==> src/shared/slotcap_map.vh <==
// register map constants for the slot capability configuration bits
`ifndef SLOTCAP_MAP_VH
`define SLOTCAP_MAP_VH
`define SLOTCAP_GCTL_OFFSET      8'hD4
`define SLOTCAP_BIT_SURPRISE     13
`define SLOTCAP_BIT_POWER_LAMP   12
`define SLOTCAP_BIT_ATTN_LAMP    11
`define SLOTCAP_BIT_LATCH_SENSOR 10
`define SLOTCAP_BIT_POWER_CTRL   9
`define SLOTCAP_BIT_ATTN_BUTTON  8
`define SLOTCAP_BIT_SLOT_IMPL    7
`define SLOTCAP_BIT_FAULT_INPUT  6
`define SLOTCAP_FIELD_HI         13
`define SLOTCAP_FIELD_LO         6
`define SLOTCAP_FIELD_MASK       32'h00003FC0
`define SLOTCAP_RESET_FIXED      8'h00
`endif

==> src/rtl/slotcap_cfg.v <==
// slot capability configuration bits 13:6 of the port general control register
`timescale 1ns/1ps
`default_nettype none
`include "slotcap_map.vh"

// Behaviour
// bit 13 drives surprise-removal capability
// bits 13,7 default to strap pin
// bit 12 drives power lamp present
// bit 11 drives attention lamp present
// bit 10 drives latch sensor present
// bit 9 drives power controller present
// bit 8 drives attention button present
// bit 7 drives slot implemented bit
// bit 6 gates the power fault pin
// bits software writable, memory loaded, reset
// fundamental reset restores defaults
// writes show at once in capabilities
module slotcap_cfg (
  // clock and fundamental reset
  input  wire        i_clk,
  input  wire        i_sys_rst,
  // strap and power fault pins
  input  wire        i_port_strap_pin,
  input  wire        i_power_fault_pin,
  // configuration register access at the general control offset
  input  wire [7:0]  i_cfg_addr,
  input  wire        i_cfg_wr,
  input  wire [31:0] i_cfg_wdata,
  input  wire [3:0]  i_cfg_be,
  output reg  [31:0] o_cfg_rdata,
  // serial configuration memory load
  input  wire        i_eeprom_load,
  input  wire [31:0] i_eeprom_data,
  // capability fields
  output wire        o_cap_surprise_removal,
  output wire        o_cap_power_lamp,
  output wire        o_cap_attention_lamp,
  output wire        o_cap_latch_sensor,
  output wire        o_cap_power_controller,
  output wire        o_cap_attention_button,
  output wire        o_cap_slot_implemented,
  // qualified power fault for the reference clock output logic
  output wire        o_power_fault_honoured
);

  ////////////////////////////////////////////////////////////////////////////
  // pin synchronisers
  wire [1:0] pin_raw;
  wire [1:0] pin_sync;
  wire       strap_level;
  wire       fault_level;

  // both pins come from outside the clock domain
  assign pin_raw = {i_power_fault_pin, i_port_strap_pin};

  genvar pi;
  generate
    for (pi = 0; pi < 2; pi = pi + 1) begin : g_sync
      reg [1:0] sync_reg;

      // two stages; only the second stage is read by logic
      always @(posedge i_clk) begin
        sync_reg <= {sync_reg[0], pin_raw[pi]};
      end

      assign pin_sync[pi] = sync_reg[1];
    end
  endgenerate

  // settled pin levels
  assign strap_level = pin_sync[0];
  assign fault_level = pin_sync[1];

  ////////////////////////////////////////////////////////////////////////////
  // field layout
  // place of the stored field in the 32-bit word
  localparam integer FIELD_LO = `SLOTCAP_FIELD_LO;
  localparam integer FIELD_HI = `SLOTCAP_FIELD_HI;
  localparam integer FIELD_W  = FIELD_HI - FIELD_LO + 1;
  localparam integer TOP_W    = 31 - FIELD_HI;

  // position of each configuration bit inside the stored field
  localparam integer IDX_SURPRISE     = `SLOTCAP_BIT_SURPRISE - FIELD_LO;
  localparam integer IDX_POWER_LAMP   = `SLOTCAP_BIT_POWER_LAMP - FIELD_LO;
  localparam integer IDX_ATTN_LAMP    = `SLOTCAP_BIT_ATTN_LAMP - FIELD_LO;
  localparam integer IDX_LATCH_SENSOR = `SLOTCAP_BIT_LATCH_SENSOR - FIELD_LO;
  localparam integer IDX_POWER_CTRL   = `SLOTCAP_BIT_POWER_CTRL - FIELD_LO;
  localparam integer IDX_ATTN_BUTTON  = `SLOTCAP_BIT_ATTN_BUTTON - FIELD_LO;
  localparam integer IDX_SLOT_IMPL    = `SLOTCAP_BIT_SLOT_IMPL - FIELD_LO;
  localparam integer IDX_FAULT_INPUT  = `SLOTCAP_BIT_FAULT_INPUT - FIELD_LO;

  // bits whose default is the strap level of this port
  localparam [7:0] STRAP_MASK = (8'h01 << IDX_SURPRISE) | (8'h01 << IDX_SLOT_IMPL);
  // defaults of the bits that do not follow the strap
  localparam [7:0] FIXED_DFLT = `SLOTCAP_RESET_FIXED;

  // one-hot codes for the source of the next field value
  localparam [3:0] SRC_HOLD  = 4'h1;
  localparam [3:0] SRC_DFLT  = 4'h2;
  localparam [3:0] SRC_LOAD  = 4'h4;
  localparam [3:0] SRC_WRITE = 4'h8;

  ////////////////////////////////////////////////////////////////////////////
  // access decode
  wire wr_hit;
  wire rd_hit;

  // only the general control word maps; writes elsewhere are ignored
  assign wr_hit = i_cfg_wr && (i_cfg_addr == `SLOTCAP_GCTL_OFFSET);
  assign rd_hit = (i_cfg_addr == `SLOTCAP_GCTL_OFFSET);

  ////////////////////////////////////////////////////////////////////////////
  // source selection
  reg       rst_seen_reg;
  reg [3:0] src_sel;

  // strap default wins, then memory load, then software write
  always @* begin
    src_sel = SRC_HOLD;
    if (rst_seen_reg) begin
      src_sel = SRC_DFLT;
    end else if (i_eeprom_load) begin
      src_sel = SRC_LOAD;
    end else if (wr_hit) begin
      src_sel = SRC_WRITE;
    end
  end

  // marks the first edge after reset, where the strap level is taken
  always @(posedge i_clk) begin
    if (i_sys_rst) begin
      rst_seen_reg <= 1'b1;
    end else begin
      rst_seen_reg <= 1'b0;
    end
  end

  ////////////////////////////////////////////////////////////////////////////
  // configuration bits, one slice per bit
  wire [7:0] cfg_bits;
  wire [7:0] wr_image;
  wire [7:0] ld_image;

  // write and memory images of the field
  assign wr_image = i_cfg_wdata[FIELD_HI:FIELD_LO];
  assign ld_image = i_eeprom_data[FIELD_HI:FIELD_LO];

  genvar gi;
  generate
    for (gi = 0; gi < FIELD_W; gi = gi + 1) begin : g_bit
      // byte lane that carries this bit on a write
      localparam integer LANE = (gi + FIELD_LO) / 8;

      reg  bit_reg;
      reg  bit_next;
      wire bit_dflt;
      wire bit_lane_on;

      // default is the strap level for two bits, fixed for the rest
      assign bit_dflt    = STRAP_MASK[gi] ? strap_level : FIXED_DFLT[gi];
      // bits 13:8 sit in lane 1, bits 7:6 in lane 0
      assign bit_lane_on = i_cfg_be[LANE];

      // next value of this bit
      always @* begin
        case (src_sel)
          // nothing requested
          SRC_HOLD: begin
            bit_next = bit_reg;
          end
          // first edge after reset
          SRC_DFLT: begin
            bit_next = bit_dflt;
          end
          // serial memory image
          SRC_LOAD: begin
            bit_next = ld_image[gi];
          end
          // software write, per byte lane
          SRC_WRITE: begin
            bit_next = bit_lane_on ? wr_image[gi] : bit_reg;
          end
          default: begin
            bit_next = bit_reg;
          end
        endcase
      end

      // fixed default while reset is held
      always @(posedge i_clk) begin
        if (i_sys_rst) begin
          bit_reg <= FIXED_DFLT[gi];
        end else begin
          bit_reg <= bit_next;
        end
      end

      // gather the slices into one field
      assign cfg_bits[gi] = bit_reg;
    end
  endgenerate

  ////////////////////////////////////////////////////////////////////////////
  // read data
  wire [31:0] rd_word;

  // field in place; the other bits of the word read as zero here
  assign rd_word = {{TOP_W{1'b0}}, cfg_bits, {FIELD_LO{1'b0}}};

  // registered; a read shows the value stored before its edge
  always @(posedge i_clk) begin
    if (i_sys_rst) begin
      o_cfg_rdata <= 32'h00000000;
    end else if (rd_hit) begin
      o_cfg_rdata <= rd_word;
    end else begin
      o_cfg_rdata <= 32'h00000000;
    end
  end

  ////////////////////////////////////////////////////////////////////////////
  // capability fields follow the stored bits directly
  assign o_cap_surprise_removal = cfg_bits[IDX_SURPRISE];
  assign o_cap_power_lamp       = cfg_bits[IDX_POWER_LAMP];
  assign o_cap_attention_lamp   = cfg_bits[IDX_ATTN_LAMP];
  assign o_cap_latch_sensor     = cfg_bits[IDX_LATCH_SENSOR];
  assign o_cap_power_controller = cfg_bits[IDX_POWER_CTRL];
  assign o_cap_attention_button = cfg_bits[IDX_ATTN_BUTTON];
  assign o_cap_slot_implemented = cfg_bits[IDX_SLOT_IMPL];

  // fault pin ignored unless the fault input is declared present
  assign o_power_fault_honoured = cfg_bits[IDX_FAULT_INPUT]
                                & fault_level;

endmodule // slotcap_cfg
`default_nettype wire

==> config.mk <==
export PLATFORM = sky130hd
export DESIGN_NAME = slotcap_cfg
export DESIGN_NICKNAME = d
export VERILOG_FILES = /design/src/rtl/slotcap_cfg.v
export VERILOG_INCLUDE_DIRS = /design/src /design/src/shared
export SDC_FILE = /design/constraint.sdc
export NUM_CORES = 1
export LEC_CHECK = 0
export CAP_MARGIN = 20
export CORE_AREA = 2 2 47 49
export CTS_CLUSTER_SIZE = 25
export DETAILED_ROUTE_END_ITERATION = 8
export DIE_AREA = 0 0 49 51
export DONT_BUFFER_PORTS = 1
export GPL_TIMING_DRIVEN = 0
export PLACE_DENSITY = 0.68
export SYNTH_ARGS = -nofsm -noshare
export SYNTH_HDL_FRONTEND = slang
export SYNTH_SLANG_ARGS = --single-unit
==> constraint.sdc <==
create_clock -name i_clk -period 1.8 [get_ports i_clk]
set_clock_uncertainty 0.15 [all_clocks]
set_input_delay 0.54 -clock i_clk [delete_from_list [all_inputs] [get_ports i_clk]]
set_output_delay 0.54 -clock i_clk [all_outputs]
set_load 0.05 [all_outputs]
Word level (Yosys, flattened, before mapping)
Index checks and enable logic that the tools add are counted.
{"block": "word_totals", "regBits": 45, "input_bits": 82}
{"block": "op_classes", "eq_ne": 6, "mux": 20, "n_bitwise": 2, "reduce_logical": 5}
{"cell": "1-bit case mux with 3 select lines", "n": 8}
{"cell": "4-bit two-way mux", "n": 3}
{"cell": "1-bit two-way mux", "n": 9}
{"cell": "8-bit equality test, second input constant", "n": 1}
{"cell": "4-bit by 2-bit equality test with 1-bit output, second input constant", "n": 1}
{"cell": "4-bit by 3-bit equality test with 1-bit output, second input constant", "n": 1}
{"cell": "4-bit equality test, second input constant", "n": 1}
{"cell": "2-bit != test, second input constant", "n": 2}
{"cell": "2-bit AND reduction", "n": 2}
{"cell": "3-bit nonzero test", "n": 1}
{"cell": "2-bit OR reduction", "n": 1}
{"cell": "1-bit AND", "n": 1}
{"cell": "1-bit logical AND", "n": 1}
{"cell": "1-bit NOT", "n": 1}

Longest topological paths before layout
{"block": "logic_depth", "ltp_word": 8, "ltp_mapped": 5, "ltp_nobuf": 4}

Worst setup path before layout
OpenSTA, ideal clock, no wires.
{"block": "synth_timing", "path_kind": "input port to flip-flop", "start": "in i_cfg_addr[5]", "end": "reg g_bit[1].bit_reg, in the netlist o_cap_slot_implemented", "setup_time_ns": 0.088, "arrival_ns": 1.621, "setup_slack_ns": -0.059, "stages": 5, "path_buffers": 1, "cell_sequence": "and4bb_1 > and4_4 > buf_6 > or3b_4 > a311oi_2"}
{"block": "synth_via", "elab_chain_cells": 8, "word_cells_on_any_way": 12, "classes_between": "eq/ne (5); mux (4); reduce/logical (3)"}
{"element": "from (decl)", "line_no": "slotcap_cfg.v:27", "source": "input wire [7:0] i_cfg_addr,"}
{"element": "8-bit equality test (no source line) *"}
{"element": "1-bit logical AND *", "line_no": "slotcap_cfg.v:110", "source": "assign wr_hit = i_cfg_wr && (i_cfg_addr == `SLOTCAP_GCTL_OFFSET);"}
{"element": "4-bit two-way mux *", "line_no": "slotcap_cfg.v:125", "source": "end else if (wr_hit) begin"}
{"element": "4-bit two-way mux *", "line_no": "slotcap_cfg.v:123", "source": "end else if (i_eeprom_load) begin"}
{"element": "4-bit two-way mux *", "line_no": "slotcap_cfg.v:121", "source": "if (rst_seen_reg) begin"}
{"element": "4-bit equality test (tied with other cells)", "line_no": "slotcap_cfg.v:167", "source": "case (src_sel)"}
{"element": "2-bit != test (no source line) / 3-bit nonzero test (equally long branches)"}
{"element": "2-bit AND reduction (no source line)"}
{"element": "to (signal assigned)", "line_no": "slotcap_cfg.v:193", "source": "bit_reg <= FIXED_DFLT[gi];"}
{"element": "to (signal assigned)", "line_no": "slotcap_cfg.v:195", "source": "bit_reg <= bit_next;"}
{"element": "to (decl)", "line_no": "slotcap_cfg.v:155", "source": "reg bit_reg;"}
Mark *: on every way between the ends. The rest lies on a longest branch, timed or not.
A chain may end at the register's enable or synchronous reset.

==> impl_metrics.csv <==
group,metric,value,unit
die,chipHeight,51,um
cells_and_area,multi_input_area,445.4,sq um
global_route,grt_start_max_net_pins,12,
placement,gp_congestion,0.7059,
placement,dp_hpwl,1427,um
synth,synth_seq_cells,21,
detailed_routing,dr.pass1.iters,4,
sta,worstMarginPinSlew,0.6646,ns
worst_setup_path,path_max_fanout,3,
detailed_routing,viasPerCell,4.384,
detailed_routing,wl,1749,um
cells_and_area,fill_cells,196,
power,switching_share,0.3373,
cts,insertion_delay,0.29,ns
worst_setup_path,r2r-end,"o_cap_surprise_removal",
die,rows,17,
power,switching_power,0.3188,mW
power,pwr-share-seq,0.556,
worst_setup_path,end_kind,"primary output",
cts,post_cts_buffers,0,
run,max-cap-violations,0,
synth,synth_warnings,0,
power,p_per_area,833.7,nW/um^2
cells_and_area,syn2layout_area_growth,15.12,%
global_route,antenna_found_initial,0,
worst_setup_path,rr_worst_depth,5,
cts,cts_sinks,21,
min_path,hold_depth,0,
cts,cts_buffer_depth,2,
power,total_power,0.9451,mW
cts,cts_tree,"yes",
die,initial_utilization,0.4773,
min_path,min_from,"i_port_strap_pin",
run_status,status,"complete, no violations",
global_route,overflow,0,
detailed_routing,post_drt_wl_per_cell,11.00,um
synth,synthesis.area_per_instance,9.468,sq um
power,p_leak,0.5197,nW
power,pwr-share-clk,0.230,
sta,holdWs,0.1139,ns
cells_and_area,seq_area,420.4,sq um
die,dieArea,2499,sq um
synth,synthesis.area,984.7,sq um
worst_setup_path,crit_required,1.11,ns
sta,period_share,0.9217,
cts,numCtsBuffers,3,
worst_setup_path,path_class,"reg -> out",
die,io_pins,122,
cells_and_area,n_antenna_cell,0,
placement,port_buffers,0,
synth,seq_area_frac_synth,0.4269,
sta,fmax,602.7,MHz
die,core-area,2063,sq um
sta,setup_viol,0,
cts,cts_root_buf,"clkbuf_4",
synth,syn_inst,104,
die,die_x,49,um
sta,slew_viol_final,0,
global_route,track_usage,0.1311,
detailed_routing,routed-via-count,697,
detailed_routing,first_iter_violations,2,
sta,fin_crit,1.659,ns
cells_and_area,drive_gt1_frac,0.2748,
worst_setup_path,r2r-start,"rst_seen_reg",
worst_setup_path,cp_data_arrival_time,0.97,ns
worst_setup_path,critPathLaunchType,"flop",
worst_setup_path,reg2reg_setup_slack,0.21,ns
sta,slew_headroom,0.5535,
cells_and_area,fin_nets,214,
synth,yosysUniqueCellTypes,22,
cts,path_clk_slew,0.11,ns
global_route,grt_pass1_wl,2490,um
sta,rsz0062_at_grt,"false",
detailed_routing,postRouteAntennaNets,0,
cts,h-tree-depth,1,
power,intPower,0.6263,mW
power,vdd.ir_drop.worst,0.0004000,V
min_path,min_to,"g_sync[0].sync_reg[0]",
detailed_routing,route.detailed.drc,0,
min_path,hold_class,"in -> reg",
cells_and_area,utilization,0.5494,
power,p_comb_frac,0.214,
cells_and_area,largest_reg_flops,8,
global_route,grt_pass1_vias,640,
sta,hold_viol,0,
==> placed cells by master, fill, tap and decap left out, types with 2 or more instances in the layout <==
cell / instances
clkbuf_1: 3
buf_4: 25
dfxtp_1: 21
conb_1: 24
nor2_1: 9
clkbuf_4: 3
a311oi_2: 2
a311oi_1: 6
nand2_1: 15
and4bb_1: 2
and2_1: 8
==> worst max path at each step <==
| stage | to | startpoint | slack [ns] | depth (start not counted) |
|---|---|---|---|---|
| floorplan | o_cap_slot_implemented | i_cfg_addr[5] | -0.06 | 5 |
| global placement | o_cap_attention_lamp | i_cfg_addr[0] | -0.11 | 5 |
| detailed placement | o_cap_attention_lamp | i_cfg_addr[0] | -0.17 | 5 |
| CTS | o_power_fault_honoured | g_bit[0].bit_reg | 0.01 | 1 |
| global route | o_cap_power_controller | i_cfg_addr[0] | 0.08 | 5 |
| finish | o_cap_surprise_removal | o_cap_surprise_removal | 0.14 | 0 |
==> through the flow <==
step	area, sq um	setup WS, ns	cells	TNS (ns)
detailed placement	1106	-0.1663	155	-1.193
finish	1134	0.1409	159	0
CTS	1132	0.01370	159	0
floorplan	1071	-0.05865	127	-0.1173
global route	1134	0.07559	159	0
global placement	1106	-0.1076	155	-0.9336
==> logic make-up (layout without fill, tap and decap cells) <==
group,Yosys count,in the layout,synth area share
flip-flops,21,21,0.4269
other,1,24,0.003808
AO/OA/AOI/OAI,12,12,0.1169
buffers and inverters,28,32,0.2097
AND/OR/NAND/NOR,42,42,0.2427
==> cell usage after synthesis (all sizes together) <==
master | number | area share
a22oi | 1 | 0.0076
a311oi | 8 | 0.084
and2 | 9 | 0.057
and4 | 1 | 0.011
and4bb | 2 | 0.025
buf | 26 | 0.20
clkbuf | 2 | 0.0076
conb | 1 | 0.0038
dfxtp | 21 | 0.43
nand2 | 15 | 0.057
nand4 | 1 | 0.0064
nand4bb | 2 | 0.028
nor2 | 9 | 0.034
nor2b | 1 | 0.0064
nor3 | 1 | 0.0051
o21ai | 1 | 0.0051
o31ai | 2 | 0.020
or3b | 1 | 0.011
==> power by group through the flow <==
stage	clock, mW	combinational, mW	sequential [mW]
2_1_floorplan	0	0.193	0.534
3_3_place_gp	0	0.199	0.536
3_5_place_dp	0	0.200	0.537
4_1_cts	0.222	0.200	0.526
5_1_grt	0.242	0.213	0.528
6_report	0.217	0.202	0.526
==> layout make-up <==
cell class	instances	area share
Sequential cell	21	0.3709
Buffer	28	0.1821
Multi-Input combinational cell	78	0.3929
Tap cell	28	0.03091
Clock buffer	4	0.02318
==> timing repair <==
item                       4_1_cts  5_1_grt
setup endpoints to repair        0        1
hold buffers                     0        0
resized for setup                0        1
==> per-layer routing <==
| metal | GRT usage | share of wire | vias to the layer above |
|---|---|---|---|
| met1 | 0.1316 | 0.39 | 291 |
| met5 | 0 | 0 | - |
| met4 | 0.04762 | 0.0034 | 0 |
| met3 | 0.05556 | 0.12 | 2 |
| li1 | - | - | 360 |
| met2 | 0.2420 | 0.49 | 44 |
No activity file was read; power rests on OpenSTA's default activity.
